[src/common/cct16_pkg.sv]
// Notes on behaviour
// - high counter read freezes low byte
// - lone low read returns live count
// - wrap to zero sets overflow flag
// - overflow request gated by enable and mask
// - overflow clears: status read, counter low access
// - alternate low access keeps overflow flag
// - wait runs, halt freezes counter
// - clock select three picks external edge
// - capture edge copies counter, sets flag
// - per channel capture edge select bits
// - shared capture enable, mask gated request
// - capture flag clears: status, low access
// - capture high read inhibits until low read
// - capture pins always feed the timer
// - match sets flag, pin, interrupt
// - compare registers reset to midpoint, pin low
// - compare flag clears: status, low access
// - compare high write suspends until low write
// - pin disabled: no drive, interrupt still
// - half clock equal, else equal plus one
// - force copies level, no flag, not modes
// - counter low write reloads reset value
// - timer clock divide two four eight external
package cct16_pkg;
  // byte addresses of the word-wide register slots
  localparam logic [7:0] ADDR_CTRL1 = 8'h00;
  localparam logic [7:0] ADDR_CTRL2 = 8'h04;
  localparam logic [7:0] ADDR_STATUS = 8'h08;
  localparam logic [7:0] ADDR_CAP1_HI = 8'h0c;
  localparam logic [7:0] ADDR_CAP1_LO = 8'h10;
  localparam logic [7:0] ADDR_CMP1_HI = 8'h14;
  localparam logic [7:0] ADDR_CMP1_LO = 8'h18;
  localparam logic [7:0] ADDR_CAP2_HI = 8'h1c;
  localparam logic [7:0] ADDR_CAP2_LO = 8'h20;
  localparam logic [7:0] ADDR_CMP2_HI = 8'h24;
  localparam logic [7:0] ADDR_CMP2_LO = 8'h28;
  localparam logic [7:0] ADDR_CNT_HI = 8'h2c;
  localparam logic [7:0] ADDR_CNT_LO = 8'h30;
  localparam logic [7:0] ADDR_ALT_HI = 8'h34;
  localparam logic [7:0] ADDR_ALT_LO = 8'h38;
  // control one field positions
  localparam int C1_CAP_IE = 7;
  localparam int C1_CMP_IE = 6;
  localparam int C1_OVF_IE = 5;
  localparam int C1_FORCE2 = 4;
  localparam int C1_FORCE1 = 3;
  localparam int C1_LEVEL2 = 2;
  localparam int C1_EDGE1 = 1;
  localparam int C1_LEVEL1 = 0;
  // control two field positions
  localparam int C2_PIN1_EN = 7;
  localparam int C2_PIN2_EN = 6;
  localparam int C2_ONE_PULSE = 5;
  localparam int C2_PWM = 4;
  localparam int C2_CLK_HI = 3;
  localparam int C2_CLK_LO = 2;
  localparam int C2_EDGE2 = 1;
  localparam int C2_EXT_EDGE = 0;
  // status field positions
  localparam int ST_CAP1 = 7;
  localparam int ST_CMP1 = 6;
  localparam int ST_OVF = 5;
  localparam int ST_CAP2 = 4;
  localparam int ST_CMP2 = 3;
  // clock select codes
  localparam logic [1:0] CLK_DIV4 = 2'h0;
  localparam logic [1:0] CLK_DIV2 = 2'h1;
  localparam logic [1:0] CLK_DIV8 = 2'h2;
  localparam logic [1:0] CLK_EXT = 2'h3;
  // reset values and counter maximum
  localparam logic [15:0] CNT_RESET = 16'hfffc;
  localparam logic [15:0] CMP_RESET = 16'h8000;
  localparam logic [15:0] CNT_MAX = 16'hffff;
  localparam logic [7:0] CTRL_RESET = 8'h00;
  localparam logic [1:0] OEN_RESET = 2'h3;
  // least external edge spacing in cpu clocks
  localparam int EXT_MIN_GAP = 4;
endpackage : cct16_pkg

[src/rtl/cct16_timer.sv]
`timescale 1ns/1ps
module cct16_timer import cct16_pkg::*; (
  input wire logic clk,
  input wire logic rst,
  input wire logic psel,
  input wire logic penable,
  input wire logic pwrite,
  input wire logic [7:0] paddr,
  input wire logic [31:0] pwdata,
  output logic [31:0] prdata,
  output logic pready,
  output logic pslverr,
  input wire logic [1:0] captureInputPin,
  input wire logic extClockPin,
  input wire logic cpuMaskBit,
  input wire logic haltMode,
  output logic [1:0] compareOutputPin,
  output logic [1:0] compareOutputPinOeN,
  output logic timerIrq
);
  // bus flops
  logic [31:0] prdata_q;
  logic pready_q;
  logic pslverr_q;
  // control and status
  logic [7:0] ctrl1_q;
  logic [7:0] ctrl2_q;
  logic overflowFlag_q;
  logic [1:0] captureFlag_q;
  logic [1:0] compareFlag_q;
  logic [4:0] armed_q;
  // counter and read buffer
  logic [15:0] count_q;
  logic [7:0] lowBuf_q;
  logic seqOpen_q;
  logic [2:0] presc_q;
  // external clock synchroniser
  logic [2:0] extSync_q;
  // per channel state
  logic [15:0] capVal_q [2];
  logic [15:0] cmpVal_q [2];
  logic [1:0] capInhibit_q;
  logic [1:0] cmpInhibit_q;
  logic [2:0] capSync_q [2];
  logic [1:0] matchPrev_q;
  logic [1:0] pin_q;
  logic irq_q;
  logic [1:0] oeN_q; // registered pin drive enables, low = timer drives

  // bus phase decode
  wire setupSeen = psel & penable & ~pready_q;
  wire done = psel & penable & pready_q;
  wire wrDone = done & pwrite;
  wire rdDone = done & ~pwrite;
  wire [7:0] wbyte = pwdata[7:0];
  // address hits
  wire hitCtrl1 = paddr == ADDR_CTRL1;
  wire hitCtrl2 = paddr == ADDR_CTRL2;
  wire hitStatus = paddr == ADDR_STATUS;
  wire hitCntHi = paddr == ADDR_CNT_HI;
  wire hitCntLo = paddr == ADDR_CNT_LO;
  wire hitAltHi = paddr == ADDR_ALT_HI;
  wire hitAltLo = paddr == ADDR_ALT_LO;
  wire [1:0] hitCapHi = {paddr == ADDR_CAP2_HI, paddr == ADDR_CAP1_HI};
  wire [1:0] hitCapLo = {paddr == ADDR_CAP2_LO, paddr == ADDR_CAP1_LO};
  wire [1:0] hitCmpHi = {paddr == ADDR_CMP2_HI, paddr == ADDR_CMP1_HI};
  wire [1:0] hitCmpLo = {paddr == ADDR_CMP2_LO, paddr == ADDR_CMP1_LO};
  wire mapped = hitCtrl1 | hitCtrl2 | hitStatus | hitCntHi | hitCntLo | hitAltHi | hitAltLo
    | (|hitCapHi) | (|hitCapLo) | (|hitCmpHi) | (|hitCmpLo);
  // status byte view
  wire [7:0] statusByte = {captureFlag_q[0], compareFlag_q[0], overflowFlag_q, captureFlag_q[1],
    compareFlag_q[1], 3'h0};
  // low byte of either counter view: frozen while a sequence is open
  wire [7:0] cntLowView = seqOpen_q ? lowBuf_q : count_q[7:0];
  wire [7:0] readByte;
  assign readByte = hitCtrl1 ? ctrl1_q
    : hitCtrl2 ? ctrl2_q
    : hitStatus ? statusByte
    : (hitCntHi | hitAltHi) ? count_q[15:8]
    : (hitCntLo | hitAltLo) ? cntLowView
    : hitCapHi[0] ? capVal_q[0][15:8]
    : hitCapLo[0] ? capVal_q[0][7:0]
    : hitCapHi[1] ? capVal_q[1][15:8]
    : hitCapLo[1] ? capVal_q[1][7:0]
    : hitCmpHi[0] ? cmpVal_q[0][15:8]
    : hitCmpLo[0] ? cmpVal_q[0][7:0]
    : hitCmpHi[1] ? cmpVal_q[1][15:8]
    : hitCmpLo[1] ? cmpVal_q[1][7:0]
    : 8'h00;

  // timer tick generation
  wire [1:0] clkSel = ctrl2_q[C2_CLK_HI:C2_CLK_LO];
  wire extEdgeSeen = ctrl2_q[C2_EXT_EDGE] ? (extSync_q[1] & ~extSync_q[2])
    : (~extSync_q[1] & extSync_q[2]);
  wire prescTick = (clkSel == CLK_DIV2) ? presc_q[0]
    : (clkSel == CLK_DIV4) ? (presc_q[1:0] == 2'h3)
    : (presc_q == 3'h7);
  wire tick = (clkSel == CLK_EXT) ? extEdgeSeen : prescTick;
  wire runCount = tick & ~haltMode;
  wire cntReload = wrDone & (hitCntLo | hitAltLo);
  wire wrapNow = runCount & (count_q == CNT_MAX) & ~cntReload;
  // flag clearing by second step of the sequence
  wire ovfClear = done & hitCntLo & armed_q[ST_OVF - 3];
  wire modeActive = ctrl2_q[C2_ONE_PULSE] | ctrl2_q[C2_PWM];
  wire [1:0] forceNow = {2{wrDone & hitCtrl1 & ~modeActive}}
    & {wbyte[C1_FORCE2], wbyte[C1_FORCE1]};
  wire [1:0] levelNow = {wbyte[C1_LEVEL2], wbyte[C1_LEVEL1]};
  wire [1:0] levelBit = {ctrl1_q[C1_LEVEL2], ctrl1_q[C1_LEVEL1]};
  wire [1:0] pinEnable = {ctrl2_q[C2_PIN2_EN], ctrl2_q[C2_PIN1_EN]};
  wire [1:0] edgeSel = {ctrl2_q[C2_EDGE2], ctrl1_q[C1_EDGE1]};
  wire [1:0] armCap = {armed_q[ST_CAP2 - 3], armed_q[ST_CAP1 - 3]};
  wire [1:0] armCmp = {armed_q[ST_CMP2 - 3], armed_q[ST_CMP1 - 3]};
  // per channel strobes, driven inside the generate loop
  wire [1:0] capEvent;
  wire [1:0] capClear;
  wire [1:0] cmpEvent;
  wire [1:0] cmpClear;
  wire [1:0] matchNow;

  // per channel capture and compare logic
  genvar ch;
  generate
    for (ch = 0; ch < 2; ch++) begin : g_chan
      // pins always feed the edge detector
      wire capEdge = edgeSel[ch] ? (capSync_q[ch][1] & ~capSync_q[ch][2])
        : (~capSync_q[ch][1] & capSync_q[ch][2]);
      assign capEvent[ch] = capEdge & ~capInhibit_q[ch];
      assign capClear[ch] = done & hitCapLo[ch] & armCap[ch];
      // half clock compares equal, slower clocks one beyond
      wire [15:0] target = (clkSel == CLK_DIV2) ? cmpVal_q[ch]
        : 16'(cmpVal_q[ch] + 16'h0001);
      assign matchNow[ch] = (count_q == target) & ~cmpInhibit_q[ch];
      assign cmpEvent[ch] = matchNow[ch] & ~matchPrev_q[ch] & ~modeActive;
      assign cmpClear[ch] = done & hitCmpLo[ch] & armCmp[ch];
      // capture input synchroniser and edge history
      always_ff @(posedge clk) begin
        if (rst) begin
          capSync_q[ch] <= 3'h0;
        end else begin
          capSync_q[ch] <= {capSync_q[ch][1:0], captureInputPin[ch]};
        end
      end
      // capture value and read inhibit
      always_ff @(posedge clk) begin
        if (rst) begin
          capVal_q[ch] <= 16'h0000;
          capInhibit_q[ch] <= 1'b0;
        end else begin
          if (capEvent[ch]) capVal_q[ch] <= count_q;
          if (rdDone & hitCapHi[ch]) capInhibit_q[ch] <= 1'b1;
          else if (rdDone & hitCapLo[ch]) capInhibit_q[ch] <= 1'b0;
        end
      end
      // compare value, inhibit and match history
      always_ff @(posedge clk) begin
        if (rst) begin
          cmpVal_q[ch] <= CMP_RESET;
          cmpInhibit_q[ch] <= 1'b0;
          matchPrev_q[ch] <= 1'b0;
        end else begin
          if (wrDone & hitCmpHi[ch]) cmpVal_q[ch][15:8] <= wbyte;
          if (wrDone & hitCmpLo[ch]) cmpVal_q[ch][7:0] <= wbyte;
          if (wrDone & hitCmpHi[ch]) cmpInhibit_q[ch] <= 1'b1;
          else if (wrDone & hitCmpLo[ch]) cmpInhibit_q[ch] <= 1'b0;
          matchPrev_q[ch] <= matchNow[ch];
        end
      end
      // output pin latch: force, then match when enabled
      always_ff @(posedge clk) begin
        if (rst) begin
          pin_q[ch] <= 1'b0;
        end else if (forceNow[ch]) begin
          pin_q[ch] <= levelNow[ch];
        end else if (cmpEvent[ch] & pinEnable[ch]) begin
          pin_q[ch] <= levelBit[ch];
        end
      end
    end
  endgenerate

  // interrupt request from enabled flags and cpu mask
  wire irqReq = ((overflowFlag_q & ctrl1_q[C1_OVF_IE])
    | ((|captureFlag_q) & ctrl1_q[C1_CAP_IE])
    | ((|compareFlag_q) & ctrl1_q[C1_CMP_IE])) & ~cpuMaskBit;

  // apb answer: one wait state then ready
  always_ff @(posedge clk) begin
    if (rst) begin
      pready_q <= 1'b0;
      prdata_q <= 32'h0000_0000;
      pslverr_q <= 1'b0;
    end else begin
      pready_q <= setupSeen;
      pslverr_q <= setupSeen & ~mapped;
      if (setupSeen & ~pwrite) prdata_q <= {24'h000000, readByte};
    end
  end

  // control registers
  always_ff @(posedge clk) begin
    if (rst) begin
      ctrl1_q <= CTRL_RESET;
      ctrl2_q <= CTRL_RESET;
    end else begin
      if (wrDone & hitCtrl1) ctrl1_q <= wbyte;
      if (wrDone & hitCtrl2) ctrl2_q <= wbyte;
    end
  end

  // pin drive enables follow the control two write, so the pins come from a flop
  always_ff @(posedge clk) begin
    if (rst) begin
      oeN_q <= OEN_RESET;
    end else if (wrDone & hitCtrl2) begin
      oeN_q <= ~{wbyte[C2_PIN2_EN], wbyte[C2_PIN1_EN]};
    end
  end

  // prescaler and external clock synchroniser
  always_ff @(posedge clk) begin
    if (rst) begin
      presc_q <= 3'h0;
      extSync_q <= 3'h0;
    end else begin
      // the prescaler stops with the counter in halt
      if (~haltMode) presc_q <= 3'(presc_q + 3'h1);
      extSync_q <= {extSync_q[1:0], extClockPin};
    end
  end

  // free running counter
  always_ff @(posedge clk) begin
    if (rst) begin
      count_q <= CNT_RESET;
    end else if (cntReload) begin
      count_q <= CNT_RESET;
    end else if (runCount) begin
      count_q <= 16'(count_q + 16'h0001);
    end
  end

  // coherent 16-bit read buffer
  always_ff @(posedge clk) begin
    if (rst) begin
      lowBuf_q <= 8'h00;
      seqOpen_q <= 1'b0;
    end else if (rdDone & (hitCntHi | hitAltHi)) begin
      // repeated high reads keep the first buffered byte
      if (~seqOpen_q) lowBuf_q <= count_q[7:0];
      seqOpen_q <= 1'b1;
    end else if (rdDone & (hitCntLo | hitAltLo)) begin
      seqOpen_q <= 1'b0;
    end
  end

  // status flags: set wins over clear
  always_ff @(posedge clk) begin
    if (rst) begin
      overflowFlag_q <= 1'b0;
      captureFlag_q <= 2'h0;
      compareFlag_q <= 2'h0;
      armed_q <= 5'h00;
      irq_q <= 1'b0;
    end else begin
      overflowFlag_q <= wrapNow | (overflowFlag_q & ~ovfClear);
      captureFlag_q <= capEvent | (captureFlag_q & ~capClear);
      compareFlag_q <= cmpEvent | (compareFlag_q & ~cmpClear);
      // a status read arms every flag that it saw set
      if (rdDone & hitStatus) armed_q <= armed_q | statusByte[7:3];
      else armed_q <= armed_q & ~{capClear[0], cmpClear[0], ovfClear, capClear[1], cmpClear[1]};
      irq_q <= irqReq;
    end
  end

  // outputs straight from flops
  assign prdata = prdata_q;
  assign pready = pready_q;
  assign pslverr = pslverr_q;
  assign compareOutputPin = pin_q;
  assign compareOutputPinOeN = oeN_q;
  assign timerIrq = irq_q;

  // checks
  ovf_set_wrap_a: assert property (@(posedge clk) disable iff (rst) wrapNow |=> overflowFlag_q)
    else $error("overflow flag not set on wrap");
  alt_keeps_ovf_a: assert property (@(posedge clk) disable iff (rst)
    (done & hitAltLo & overflowFlag_q) |=> overflowFlag_q)
    else $error("alternate access cleared overflow");
  ovf_needs_arm_a: assert property (@(posedge clk) disable iff (rst)
    (overflowFlag_q & ~armed_q[ST_OVF - 3]) |=> overflowFlag_q)
    else $error("overflow cleared without status read");
  low_frozen_a: assert property (@(posedge clk) disable iff (rst)
    (rdDone & hitCntHi & ~seqOpen_q) |=> (seqOpen_q && lowBuf_q == $past(count_q[7:0])))
    else $error("low byte not buffered");
  reload_value_a: assert property (@(posedge clk) disable iff (rst) cntReload |=> count_q == CNT_RESET)
    else $error("counter reload wrong");
  halt_freeze_a: assert property (@(posedge clk) disable iff (rst)
    (haltMode & ~cntReload) |=> $stable(count_q))
    else $error("counter moved in halt");
  count_step_a: assert property (@(posedge clk) disable iff (rst)
    (runCount & ~cntReload) |=> count_q == 16'($past(count_q) + 16'h0001))
    else $error("counter step wrong");
  cap_latch_a: assert property (@(posedge clk) disable iff (rst)
    capEvent[0] |=> (capVal_q[0] == $past(count_q) && captureFlag_q[0]))
    else $error("capture not latched");
  cap_inhibit_a: assert property (@(posedge clk) disable iff (rst)
    capInhibit_q[1] |=> ($stable(capVal_q[1]) && !$rose(captureFlag_q[1])))
    else $error("capture during inhibit");
  cmp_suspend_a: assert property (@(posedge clk) disable iff (rst)
    (wrDone & hitCmpHi[0]) |=> ~cmpEvent[0])
    else $error("compare not suspended");
  force_noflag_a: assert property (@(posedge clk) disable iff (rst)
    (forceNow[1] & ~cmpEvent[1] & ~compareFlag_q[1]) |=> (~compareFlag_q[1] && pin_q[1] == $past(levelNow[1])))
    else $error("force set flag or missed pin");
  irq_mask_a: assert property (@(posedge clk) disable iff (rst)
    (overflowFlag_q & ctrl1_q[C1_OVF_IE] & ~cpuMaskBit) |=> timerIrq)
    else $error("overflow interrupt missing");

  // bus and counter checks
  live_low_a: assert property (@(posedge clk) disable iff (rst)
    (setupSeen & ~pwrite & hitCntLo & ~seqOpen_q) |=> prdata[7:0] == $past(count_q[7:0]))
    else $error("live low byte wrong");
  ext_only_a: assert property (@(posedge clk) disable iff (rst)
    ((clkSel == CLK_EXT) & ~extEdgeSeen & ~cntReload) |=> $stable(count_q))
    else $error("counter moved without external edge");
  div2_rate_a: assert property (@(posedge clk) disable iff (rst)
    ((clkSel == CLK_DIV2) & ~haltMode & ~cntReload) [*2] |=> count_q == 16'($past(count_q, 2) + 16'h0001))
    else $error("half clock rate wrong");

  // capture checks
  cap_latch_two_a: assert property (@(posedge clk) disable iff (rst)
    capEvent[1] |=> (capVal_q[1] == $past(count_q) && captureFlag_q[1]))
    else $error("second capture not latched");
  cap_irq_a: assert property (@(posedge clk) disable iff (rst)
    ((|captureFlag_q) & ctrl1_q[C1_CAP_IE] & ~cpuMaskBit) |=> timerIrq)
    else $error("capture interrupt missing");
  cap_needs_arm_a: assert property (@(posedge clk) disable iff (rst)
    (captureFlag_q[0] & ~armCap[0]) |=> captureFlag_q[0])
    else $error("capture flag cleared without status read");
  cap_clear_a: assert property (@(posedge clk) disable iff (rst)
    (capClear[1] & ~capEvent[1]) |=> ~captureFlag_q[1])
    else $error("capture flag not cleared");
  edge_pick_a: assert property (@(posedge clk) disable iff (rst)
    (capSync_q[0][1] & ~capSync_q[0][2] & ~edgeSel[0]) |-> ~capEvent[0])
    else $error("capture on unselected edge");

  // compare and pin checks
  match_drive_a: assert property (@(posedge clk) disable iff (rst)
    (cmpEvent[0] & pinEnable[0] & ~forceNow[0]) |=> (compareFlag_q[0] && compareOutputPin[0] == $past(levelBit[0])))
    else $error("match missed flag or pin");
  late_match_a: assert property (@(posedge clk) disable iff (rst)
    ((clkSel != CLK_DIV2) & (count_q == cmpVal_q[0])) |-> ~matchNow[0])
    else $error("slow clock matched too early");
  cmp_needs_arm_a: assert property (@(posedge clk) disable iff (rst)
    (compareFlag_q[1] & ~armCmp[1]) |=> compareFlag_q[1])
    else $error("compare flag cleared without status read");
  cmp_clear_a: assert property (@(posedge clk) disable iff (rst)
    (cmpClear[0] & ~cmpEvent[0]) |=> ~compareFlag_q[0])
    else $error("compare flag not cleared");
  cmp_sw_only_a: assert property (@(posedge clk) disable iff (rst)
    ~(wrDone & (hitCmpHi[1] | hitCmpLo[1])) |=> $stable(cmpVal_q[1]))
    else $error("compare value changed without write");
  pin_hold_a: assert property (@(posedge clk) disable iff (rst)
    (~pinEnable[1] & ~forceNow[1]) |=> $stable(compareOutputPin[1]))
    else $error("disabled pin moved");
  oe_follow_a: assert property (@(posedge clk) disable iff (rst)
    compareOutputPinOeN == ~pinEnable)
    else $error("pin drive enable wrong");

  // covers of the main scenarios
  wrap_cover_c: cover property (@(posedge clk) disable iff (rst) wrapNow);
  capture_cover_c: cover property (@(posedge clk) disable iff (rst) capEvent[1]);
  match_cover_c: cover property (@(posedge clk) disable iff (rst) cmpEvent[0] & pinEnable[0]);
  ovf_clear_cover_c: cover property (@(posedge clk) disable iff (rst) ovfClear);
  force_cover_c: cover property (@(posedge clk) disable iff (rst) forceNow[0]);
endmodule : cct16_timer
[config.mk]
export PLATFORM = sky130hd
export DESIGN_NAME = cct16_timer
export DESIGN_NICKNAME = d
export VERILOG_FILES = /design/src/common/cct16_pkg.sv /design/src/rtl/cct16_timer.sv
export SDC_FILE = /design/constraint.sdc
export NUM_CORES = 1
export LEC_CHECK = 0
export BUFFER_PORTS_ARGS = -buffer_cell sky130_fd_sc_hd__buf_2
export CORE_UTILIZATION = 43
export CTS_CLUSTER_SIZE = 24
export DETAILED_ROUTE_END_ITERATION = 12
export GPL_TIMING_DRIVEN = 0
export PLACE_DENSITY_LB_ADDON = 0.3
export SKIP_LAST_GASP = 1
export SLEW_MARGIN = 20
export SYNTH_ARGS = -nofsm -noshare
export SYNTH_HDL_FRONTEND = slang
export SYNTH_SLANG_ARGS = --single-unit
[constraint.sdc]
create_clock -name clk -period 3.45 [get_ports clk]
set_input_delay 0.5175 -clock clk [delete_from_list [all_inputs] [get_ports clk]]
set_output_delay 0.5175 -clock clk [all_outputs]
set_load 0.005 [all_outputs]
# ---- Word-level counts from Yosys, hierarchy flattened
# Memory sizes are Yosys's and may differ from the RTL's.
# Cells that the tools add are included.
dict set report totals {
  elab_cells 245
  input_bits 50
  output_inout_bits 39
  rom_bits 0
  n_memories 3
  mem_bits_rw 70
  reg_bits 78
  latchBits 0
}
# name words word_bits read_ports rd_ports_with_merged_regs wr line
set memory_table {}
lappend memory_table {capVal_q 2 16 2 0 2 cct16_timer.sv:40} ;# logic [15:0] capVal_q [2];
lappend memory_table {cmpVal_q 2 16 2 0 2 cct16_timer.sv:41} ;# logic [15:0] cmpVal_q [2];
lappend memory_table {capSync_q 2 3 2 0 2 cct16_timer.sv:44} ;# logic [2:0] capSync_q [2];
dict set report classes {
  mul 0
  n_div 0
  muxes 66
  shift 0
  reduce_logical 16
  bitwise 111
  magnitude_cmp 0
  add_sub_neg 4
  n_eq_ne 21
}
# op count
set ops {}
lappend ops {{$mux 8} 18}
lappend ops {{$mux 16} 4}
lappend ops {{$and 1x1->1} 56}
lappend ops {{$eq 8x6->1 const B} 7}
lappend ops {{$add 16x1->16 const B} 3}
lappend ops {{$mux 1} 41}
lappend ops {{$eq 16x16->1} 2}
lappend ops {{$eq 8x5->1 const B} 4}
lappend ops {{$or 1x1->1} 24}
lappend ops {{$not 1->1} 20}
lappend ops {{$eq 16x16->1 const B} 1}
lappend ops {{$eq 8x4->1 const B} 2}
lappend ops {{$reduce_bool 2->1} 7}
lappend ops {{$reduce_or 2->1} 7}
lappend ops {{$eq 8x3->1 const B} 1}
lappend ops {{$logic_not 8->1} 1}
lappend ops {{$and 2x2->2} 3}
lappend ops {{$mux 3} 2}
lappend ops {{$not 2->2} 3}
lappend ops {{$and 5x5->5} 1}
lappend ops {{$mux 5} 1}
lappend ops {{$not 5->5} 1}
lappend ops {{$or 5x5->5} 1}
lappend ops {{$eq 2x2->1 const B} 2}
lappend ops {{other kinds (5)} 6}

# ---- Logic depth before layout (Yosys ltp)
# Gate-level depths: netlist (run 1).
dict set report depth {
  ltp_word 14
  mapped_depth 10
  depth_no_buf 10
}

# ---- Worst setup path after synthesis (run 1)
# Ideal clock, no wire load.
dict set report synth_path {
  path_kind {in2reg}
  startpoint {input paddr[7]}
  endpoint {memory cmpVal_q[1][10] (enable)}
  path_stages 4
  arrival_time_ns 2.232
  required_ns 3.063
  setup_ns 0.387
  path_buffers 1
  setup_slack_ns 0.831
  path_cell_list {or3b_2 or2_2 clkbuf_1 o31ai_1}
}
# item line
set synth_rtl {}
lappend synth_rtl {{from (decl)} cct16_timer.sv:8} ;# input wire logic [7:0] paddr,
lappend synth_rtl {{to (decl)} cct16_timer.sv:41}

# ---- Worst setup path in the final report (run 1)
dict set report layout_path {
  startpoint {register ctrl2_q[3]}
  endpoint {register pin_q[1], in the netlist compareOutputPin[1]}
}
dict set report layout_between {
  elab_chain_cells 8
}
# item line
set layout_lines {}
lappend layout_lines {{from (decl)} cct16_timer.sv:27} ;# logic [7:0] ctrl2_q;
lappend layout_lines {{from (signal assigned)} cct16_timer.sv:206} ;# if (wrDone & hitCtrl2) ctrl2_q <= wbyte;
lappend layout_lines {{$eq 2x1->1} cct16_timer.sv:130} ;# wire [15:0] target = (clkSel == CLK_DIV2) ? cmpVal_q[ch]
lappend layout_lines {{$mux 16} cct16_timer.sv:130}
lappend layout_lines {{$eq 16x16->1} cct16_timer.sv:132} ;# assign matchNow[ch] = (count_q == target) & ~cmpInhibit_q[ch];
lappend layout_lines {{$and 1x1->1} cct16_timer.sv:132}
lappend layout_lines {{$and 1x1->1 (2 in series)} cct16_timer.sv:133} ;# assign cmpEvent[ch] = matchNow[ch] & ~matchPrev_q[ch] & ~modeActive;
lappend layout_lines {{$and 1x1->1} cct16_timer.sv:174} ;# end else if (cmpEvent[ch] & pinEnable[ch]) begin
lappend layout_lines {{$reduce_bool 2->1 (no line)} -}
lappend layout_lines {{to (signal, indexed assignment)} cct16_timer.sv:173} ;# pin_q[ch] <= levelNow[ch];
lappend layout_lines {{to (signal, indexed assignment)} cct16_timer.sv:175} ;# pin_q[ch] <= levelBit[ch];
lappend layout_lines {{to (decl)} cct16_timer.sv:46} ;# logic [1:0] pin_q;
# No other way between the ends.
# A chain may end at the register's enable or synchronous reset.

==> metrics.txt, run 1 <==
DP HPWL=19,200 um; I/O Buffers=36; H-tree depth=4; n_diodes=0; vias in the first global route=between 6k and 7k; cts-stage hold buffer count=0; maximum vdd ir drop=0.303 mV; Hold Crit Class=in2reg; initial antenna violation count=0; maximum number of pins on one net before global-route repair=17; Die ar.=approximately 20,000 um^2; Power Density=418 nW/um^2; CTS clk-pin slew, worst paths=0.06 ns; Area contributors post-synth=edfxtp_1 23%, dfxtp_1 21%, nand2_1 5.5%; crit path cell chain=nand2b_1, clkbuf_1, buf_4, nand4_1, o311ai_0, a31o_2, nand4b_1, nor4b_1, mux2i_1; min Tclk post-route=3.23 ns; Max Clock Skew=0.00754 ns; CP max stage delay=~0.50 ns; Final Hold Fails=0; total wire length=26,000 um; final cell count without fillers=1,243; Synth Instances=~920; Synth Warn #=0; postcts setup bufs=0; io pins=a little under 90; top cell type's share of synthesized area=23.5%; sequential share of the synthesized area=44.1%; Post-Syn Area=a little over 8000 um^2; beginning of the critical path=ctrl2_q[3]$_SDFFE_PP0P_; Slew headroom=approximately a fifth; Slowest cell on crit path=dfxtp_1; P_leak=3.31 nW; PnR worst setup slack=0.225 ns; post-synth top area cell=edfxtp_1; maxcap violations=0; grt total ovfl=0; crit path launch type=flip-flop; asr flop ratio synth=0%; RSZ-0062 raised after global routing=no; Synth cell types=73; DP Worst Slack=-0.0102 ns; top_reg_cell synth=dfxtp_1; CTS Root Cell=clkbuf_16; CP max FO=10; First DRT Iteration DRCs=886; Initial Util=approximately 44%; placed instance count=1,212; post-route cell area=9300 um^2; DRC violations left=0; Worst-Skew Late Latency=0.43 ns; clk sinks=around 150; post-DR vias/cell=5.96; first drt pass iteration count=6; crit end category=flip-flop; outcome=finished clean; Max Buffers Root-to-Sink=2; core area=~19,000 um^2; CTS buffer count=17; DR vias=7,404; Slew Limit Fails=0; area grow syn2layout=13.7%; hold_sp=cpuMaskBit; CTS tree=built; Max Clk Rate=0.310 GHz; Post-synth EDFFs=64; global-route wire length before repair=between 30,000 and 40,000 um; Rows=50; footprint of the multi-input gates=4230 um^2; Worst EP required=3.81 ns; Reg area=around 3600 um^2; Routed Antenna Nets=0; post-DR wirelength/cell=20.9 um; Seq cells post-synth=148; die height=about 140 um; Final #Nets=roughly 1.1k; final setup fails=0; syn_area_per_cell=8.90 um^2; cts repair resizes=0; Die W=140 um; FF-to-FF Start=ctrl2_q[3]$_SDFFE_PP0P_; Post-DP Area=8750 um^2; share of cells above drive strength 1=12.8%; critical path type=reg2reg; Worst Max-Slew Pin Slew=1.17 ns; fill count=1,775; Total GRT Usage=27.1%; Tcrit/Tclk final=~93%; GP Congestion=between 0.9 and 1; data arrival time of the worst path=3.58 ns
==> worst paths after layout <==
path | to | slack [ns] | depth (start not counted)
worst min register to register | extSync_q[1]$_SDFF_PP0_ | 0.43 | 1
worst min-delay path | timerIrq$_SDFF_PP0_ | 0.29 | 2
worst max-delay path | compareOutputPin[1]$_SDFFE_PP0P_ | 0.22 | 9
worst max register to register | compareOutputPin[1]$_SDFFE_PP0P_ | 0.22 | 9
==> power by group <==
| part | internal (mW) | switching (mW) |
|---|---|---|
| Clock | 1.01 | 0.750 |
| Combinational | 0.0801 | 0.151 |
| Sequential | 1.87 | 0.0353 |
==> through the flow <==
stage / hold WS [ns] / util [%] / setup TNS (ns) / power, mW
after floorplan: 0.414 / - / 0 / 2.07
after global placement: 0.417 / 46.7 / -0.165 / 2.16
after detailed placement: 0.424 / 46.8 / -0.0805 / 2.16
after CTS: 0.268 / 49.7 / 0 / 3.90
after global routing: 0.271 / 49.7 / 0 / 3.99
final: 0.293 / 49.7 / 0 / 3.89
==> placed cells by master (no fill, tap or decap), types with 6 or more instances in the layout <==
cell	n
mux2i_1	7
and3_1	12
buf_4	26
edfxtp_1	64
a221oi_1	18
o21ai_0	35
nor3_1	39
clkbuf_16	17
nand2_1	119
xnor2_1	30
a31oi_1	8
mux2_2	6
nor2b_1	13
a21oi_1	65
nand2b_1	11
inv_1	14
conb_1	24
a22oi_1	15
nand3_1	25
buf_2	38
xor2_1	21
nor2_1	55
and2_1	55
a211oi_1	7
clkbuf_1	44
or3_1	8
o22ai_1	10
nand4_1	18
dfxtp_1	84
nor4_1	8
==> cells in the mapped netlist (all sizes together) (3+ instances only) <==
master / n
a211oi: 9
a21oi: 65
a221oi: 18
a22o: 5
a22oi: 15
a31o: 4
a31oi: 8
a41o: 4
and2: 56
and3: 13
and4: 5
and4b: 3
buf: 32
clkbuf: 44
dfxtp: 84
edfxtp: 64
ha: 5
inv: 14
mux2: 6
mux2i: 7
nand2: 120
nand2b: 11
nand3: 26
nand3b: 3
nand4: 19
nor2: 56
nor2b: 14
nor3: 42
nor3b: 5
nor4: 10
o2111ai: 4
o211ai: 3
o21ai: 36
o21bai: 3
o221ai: 3
o22ai: 10
o31ai: 3
or2: 5
or3: 9
or3b: 4
xnor2: 30
xor2: 21
==> registers in the layout (all words and copies together) (netlist names), 2 cells and up <==
signal / count
captureFlag_q: 2
extSync_q: 3
ctrl1_q: 8
ctrl2_q: 8
cmpInhibit_q: 2
matchPrev_q: 2
cmpVal_q: 32
presc_q: 3
prdata: 8
compareFlag_q: 2
lowBuf_q: 8
capSync_q: 6
count_q: 16
capVal_q: 32
compareOutputPinOeN: 2
capInhibit_q: 2
compareOutputPin: 2
armed_q: 5
==> layout make-up <==
cell class	count	area share (%)
clock inverters	12	1.12
multi-input cells	704	45.5
flip-flops and latches	148	38.7
repair buffers	36	1.94
inverters	14	0.565
well taps	234	3.15
clock buffers	19	4.77
plain buffers	76	4.22
==> per-layer routing <==
layer  global-route usage [%]  share of wire (%)  vias up
li1                         -                  -     3460
met1                     36.6                 43     3449
met2                     40.2                 43      408
met3                     5.85                8.8       87
met4                     15.0                5.0        0
met5                        0                  0        -
==> critical path, delay by kind of cell (launching register included) <==
kind / cells / cell delay (ns)
buffers and inverters: 2 / 0.59
flip-flops: 1 / 0.50
multiplexers: 1 / 0.24
AO/OA/AOI/OAI: 2 / 0.67
AND/OR/NAND/NOR: 4 / 1.15
==> cells by family after synthesis <==
logic type / synth area share [%]
other: 0.0458
adder cells (fa/ha/maj): 0.765
buffers and inverters: 5.45
XOR/XNOR: 5.46
flip-flops: 44.1
AO/OA/AOI/OAI: 16.3
AND/OR/NAND/NOR: 26.3
multiplexers: 1.68
(Power assumes the default switching activity.)
==> inputs of run 2 (changes only) <==
Settings changed: CORE_MARGIN set to 1.5.
==> run 2 against run 1 <==
Effect of this change: critical path depth up 1; first-iteration DRC count up 6.2%; clock-buffer cell count rose by 1; utilization rose by 0.080 points; cell count is the same; worst setup slack gained 0.065 ns; sequential share of layout area fell by 0.062 points; clock skew up 0.0034 ns; hold slack got worse by 0.018 ns; clock power is essentially flat; register-to-register slack better by 0.07 ns; largest power group unchanged; highest routed layer unchanged.
==> metrics.txt, run 2 (synthesized netlist as in run 1, its figures left out) <==
die height=141 um (+0.71%); most common cell after layout, fill and taps aside=nand2_1; CTS clk-pin slew, worst paths=0.06 ns (about the same); Regs by FF count=capVal_q x32, cmpVal_q x32, count_q x16; n_diodes=0 (unchanged); DR vias=7,455 (+0.69%); Slew headroom=36.9% (+16 points); crit path launch type=flip-flop; critical path type=reg2reg; Power Density=421 nW/um^2 (+0.68%); Die ar.=19,900 um^2 (+1.4%); global-route wire length before repair=39,700 um (+0.77%); CP max stage delay=0.52 ns (+0.02 ns); Max Clk Rate=0.316 GHz (+2.1%); io pins=89 (unchanged); maximum number of pins on one net before global-route repair=17 (unchanged); Final Hold Fails=0 (unchanged); area grow syn2layout=13.9%; grt total ovfl=0 (unchanged); First DRT Iteration DRCs=941 (+6.2%); CP max FO=6 (-4); Hold Crit Class=in2reg; maximum vdd ir drop=0.336 mV (+11%); Worst EP required=3.81 ns (about the same); RSZ-0062 raised after global routing=no; Total GRT Usage=26.6% (-0.47 points); met1 WL=11,000 um (-1.9%); final setup fails=0 (unchanged); WL met3=2570 um (+12%); DP HPWL=19,200 um (about the same); Tcrit/Tclk final=91.6% (-1.9 points); CTS tree=built; min Tclk post-route=3.16 ns (-0.0654 ns); power consumption=3.93 mW (+0.85%); I/O Buffers=36 (unchanged); Rows=50 (unchanged); outcome=finished clean; DR WL met2=11,600 um (+3.7%); Final #Nets=1,052 (unchanged); cts-stage hold buffer count=0 (unchanged); Max Buffers Root-to-Sink=2 (unchanged); clk sinks=148 (unchanged); cts repair resizes=0 (unchanged); data arrival time of the worst path=3.52 ns (-0.06 ns); initial antenna violation count=0 (unchanged); top sig layer=met4; share of cells above drive strength 1=12.7% (-0.099 points); GP Congestion=0.946 (-0.30%); Slowest cell on crit path=or4_1; CTS buffer count=17 (unchanged); DRC violations left=0 (unchanged); Util after Layout=49.8% (+0.080 points); total wire length=26,000 um (about the same); maxcap violations=0 (unchanged); postcts setup bufs=0 (unchanged); Initial Util=43.7% (unchanged); first drt pass iteration count=6 (unchanged); Worst Max-Slew Pin Slew=0.945 ns (-0.227 ns); crit end category=flip-flop; post-DR vias/cell=6.00 (+0.69%); most frequent cells in the layout=119 x nand2_1, 84 x dfxtp_1, 65 x a21oi_1, 64 x edfxtp_1; Worst-Skew Late Latency=0.44 ns (about the same); Slew Limit Fails=0 (unchanged); CTS Root Cell=clkbuf_16; post-DR wirelength/cell=20.9 um (about the same); H-tree depth=4 (unchanged); Routed Antenna Nets=0 (unchanged); Max Clock Skew=0.0110 ns (+0.00343 ns); core area=18,700 um^2 (unchanged); P_leak=3.31 nW (+0.10%); vias in the first global route=6,725 (+0.72%); crit path cell chain=ha_1, clkbuf_1, nand3_1, nor3_2, xnor2_1, nor3_1, nand4_1, or3_1, or4_1, a21oi_1; Die W=141 um (+0.71%)
[run 2: per-layer routing]
layer,vias up,global-route usage (%)
li1,3457,-
met1,3499,37.1
met2,430,40.7
met3,69,4.86
met4,0,11.2
met5,-,0
[run 2: critical path: cells and delay by family, from the launching register on]
family / cells / cell delay [ns]
DFF: 1 / 0.51
xor gates and xnor gates: 1 / 0.12
AOI/OAI and AO/OA: 1 / 0.15
buffers and inverters: 1 / 0.26
and+or+nand+nor: 6 / 1.85
adders and majority gates: 1 / 0.19
[run 2: worst paths after layout]
kind / start / to / slack [ns] / cells past startpoint
worst min register to register: extSync_q[0]$_SDFF_PP0_ / extSync_q[1]$_SDFF_PP0_ / 0.44 / 1
worst min-delay path: cpuMaskBit / timerIrq$_SDFF_PP0_ / 0.27 / 2
worst max register to register: cmpVal_q[0][0]$_SDFFCE_PN0P_ / compareFlag_q[0]$_SDFF_PP0_ / 0.29 / 10
worst max-delay path: cmpVal_q[0][0]$_SDFFCE_PN0P_ / compareFlag_q[0]$_SDFF_PP0_ / 0.29 / 10
[run 2: cell type report]
cell class              count  area (um^2)
plain buffers              76          393
repair buffers             36          180
flip-flops and latches    148         3600
fillers                  1749         9390
clock buffers              20          458
inverters                  14         52.6
clock inverters            11          100
multi-input cells         704         4240
well taps                 234          293
[run 2: power by group]
| group | leakage (nW) | switching, mW | internal, mW |
|---|---|---|---|
| clock network | 0.280 | 0.759 | 1.03 |
| logic | 1.69 | 0.151 | 0.0800 |
| registers | 1.34 | 0.0348 | 1.87 |
[run 2: stage by stage]
step	std cells	cell area, um^2	hold slack, ns	worst slack [ns]	TNS, ns
final	1243	9320	0.274	0.290	0
after global routing	1243	9320	0.275	0.0589	0
after CTS	1243	9310	0.273	0.370	0
after detailed placement	1212	8750	0.428	0.0137	0
after global placement	1212	8740	0.418	-0.0129	-0.102
after floorplan	942	8270	0.414	0.831	0
==> inputs of run 3 (changes only) <==
Settings changed: CELL_PAD_IN_SITES_DETAIL_PLACEMENT set to 1, CELL_PAD_IN_SITES_GLOBAL_PLACEMENT set to 2, CORE_UTILIZATION 43 to 37.
==> run 3 against run 2 <==
Effect of this change: design area grew 0.68%; register-to-register slack lost 0.12 ns; worst setup slack lost 0.12 ns; first-iteration DRC count shrank 40%; maximum frequency shrank 3.7%.
==> metrics.txt, run 3 (synthesized netlist as in run 1, its figures left out) <==
outcome=finished clean; io pins=89 (unchanged); most common cell after layout, fill and taps aside=nand2_1; Hold WS=0.274 ns (-0.000455 ns); Setup TNS Final=0 ns (unchanged); fill count=2,581 (+48%); PnR worst setup slack=0.169 ns (-0.121 ns); CTS clk-pin slew, worst paths=0.07 ns (about the same); hold_sp=cpuMaskBit; final cell count without fillers=1,288 (+3.6%); clk sinks=148 (unchanged); Worst Max-Slew Pin Slew=1.08 ns (+0.137 ns); Power Density=423 nW/um^2 (+0.32%); post-route cell area=9380 um^2 (+0.68%); Util after Layout=43.1% (-6.7 points); Comb power frac=6.0% (about the same); Total GRT Usage=27.1% (+0.49 points); CP max FO=10 (+4); data arrival time of the worst path=3.66 ns (+0.14 ns); Final Hold Fails=0 (unchanged); final setup fails=0 (unchanged); post-DR wirelength/cell=23.4 um (+12%); CTS Root Cell=clkbuf_16; Max Buffers Root-to-Sink=2 (unchanged); first drt pass iteration count=5 (-1); DP Worst Slack=-0.00550 ns (-0.0192 ns); total wire length=30,100 um (+16%); maximum number of pins on one net before global-route repair=17 (unchanged); Clk pwr share=46.0% (+0.3 points); I/O Buffers=36 (unchanged); Hold Crit Class=in2reg; H-tree depth=4 (unchanged); Die W=152 um (+7.6%); Worst-Skew Late Latency=0.44 ns (about the same); Slew Limit Fails=0 (unchanged); Rows=54 (+8.0%); CTS buffer count=17 (unchanged); DP HPWL=22,700 um (+18%); Regs by FF count=capVal_q x32, cmpVal_q x32, count_q x16; sequential power share=48.0% (-0.5 points); grt total ovfl=0 (unchanged); First DRT Iteration DRCs=560 (-40%); Final #Nets=1,050 (-0.19%); vias in the first global route=7,274 (+8.2%); post-DR vias/cell=5.79 (-3.5%); power consumption=3.97 mW (+1.0%); DR vias=7,457 (+0.027%); crit end category=flip-flop; most frequent cells in the layout=119 x nand2_1, 84 x dfxtp_1, 65 x a21oi_1, 64 x edfxtp_1; FF-to-FF Start=ctrl2_q[3]$_SDFFE_PP0P_; Max Clock Skew=0.0135 ns (+0.00252 ns); Net Switching=1.06 mW (+13%); GP Congestion=0.907 (-4.1%); die height=152 um (+7.6%); RSZ-0062 raised after global routing=no; Slew headroom=27.1% (-9.8 points); Die ar.=23,000 um^2 (+16%); P_leak=3.30 nW (-0.29%); initial antenna violation count=0 (unchanged); crit path launch type=flip-flop; DRC violations left=0 (unchanged); Initial Util=37.6% (-6.1 points); core area=21,800 um^2 (+16%); Routed Antenna Nets=0 (unchanged); placed instance count=1,258 (+3.8%); min Tclk post-route=3.28 ns (+0.121 ns); cts-stage hold buffer count=0 (unchanged); Post-DP Area=8810 um^2 (+0.64%); Max Clk Rate=0.305 GHz (-3.7%); Worst EP required=3.83 ns (+0.02 ns); maxcap violations=0 (unchanged); Sw Ratio=26.8% (+2.8 points); CTS tree=built; beginning of the critical path=ctrl2_q[3]$_SDFFE_PP0P_; n_diodes=0 (unchanged); Tcrit/Tclk final=95.1% (+3.5 points); area grow syn2layout=14.7%; critical path type=reg2reg; internal power=2.90 mW (-2.7%); maximum vdd ir drop=0.286 mV (-15%); share of cells above drive strength 1=13.0% (+0.31 points); global-route wire length before repair=44,900 um (+13%)
[run 3: worst max-delay path, stage by stage, from the launching register on]
cell      delay, ns
dfxtp_1        0.56
nand2b_1       0.16
clkbuf_1       0.32
buf_4          0.25
nand4_1        0.25
o311ai_0       0.48
a31o_2         0.26
nand4b_1       0.23
nor4b_1        0.47
mux2i_1        0.22
[run 3: cell type report]
type                            instances  area [um^2]  area share [%]
Buffer                                 74          385            4.11
Clock buffer                           18          429            4.57
Clock inverter                         14          135            1.44
Inverter                               14         52.6           0.560
Timing Repair Buffer                   36          180            1.92
Sequential cell                       148         3600            38.4
Tap cell                              280          350            3.73
Multi-Input combinational cell        704         4250            45.3
[run 3: repair_timing]
action,CTS,global route
buffers inserted,0,0
setup endpoints to repair,0,3
gates resized for setup,0,2
[run 3: worst paths after layout]
check,end,slack [ns],depth (start not counted)
worst max-delay path,compareOutputPin[1]$_SDFFE_PP0P_,0.17,9
worst min-delay path,timerIrq$_SDFF_PP0_,0.27,2
worst max register to register,compareOutputPin[1]$_SDFFE_PP0P_,0.17,9
worst min register to register,capSync_q[0][1]$_SDFF_PP0_,0.44,1
[run 3: power by group through the flow]
stage          Combinational (mW)  Sequential, mW  Clock, mW
2_1_floorplan               0.148            1.92          0
3_5_place_dp                0.234            1.94          0
6_report                    0.238            1.90       1.82
4_1_cts                     0.235            1.90       1.84
3_3_place_gp                0.229            1.94          0
5_1_grt                     0.261            1.91       1.92
[run 3: per-layer routing]
layer  global-route usage [%]  vias up  part of all wire, %
met3                     5.12       51                  6.1
met1                     37.1     3689                   46
met5                        0        -                    0
li1                         -     3460                    -
met4                     10.3        0                  3.1
met2                     42.2      257                   45
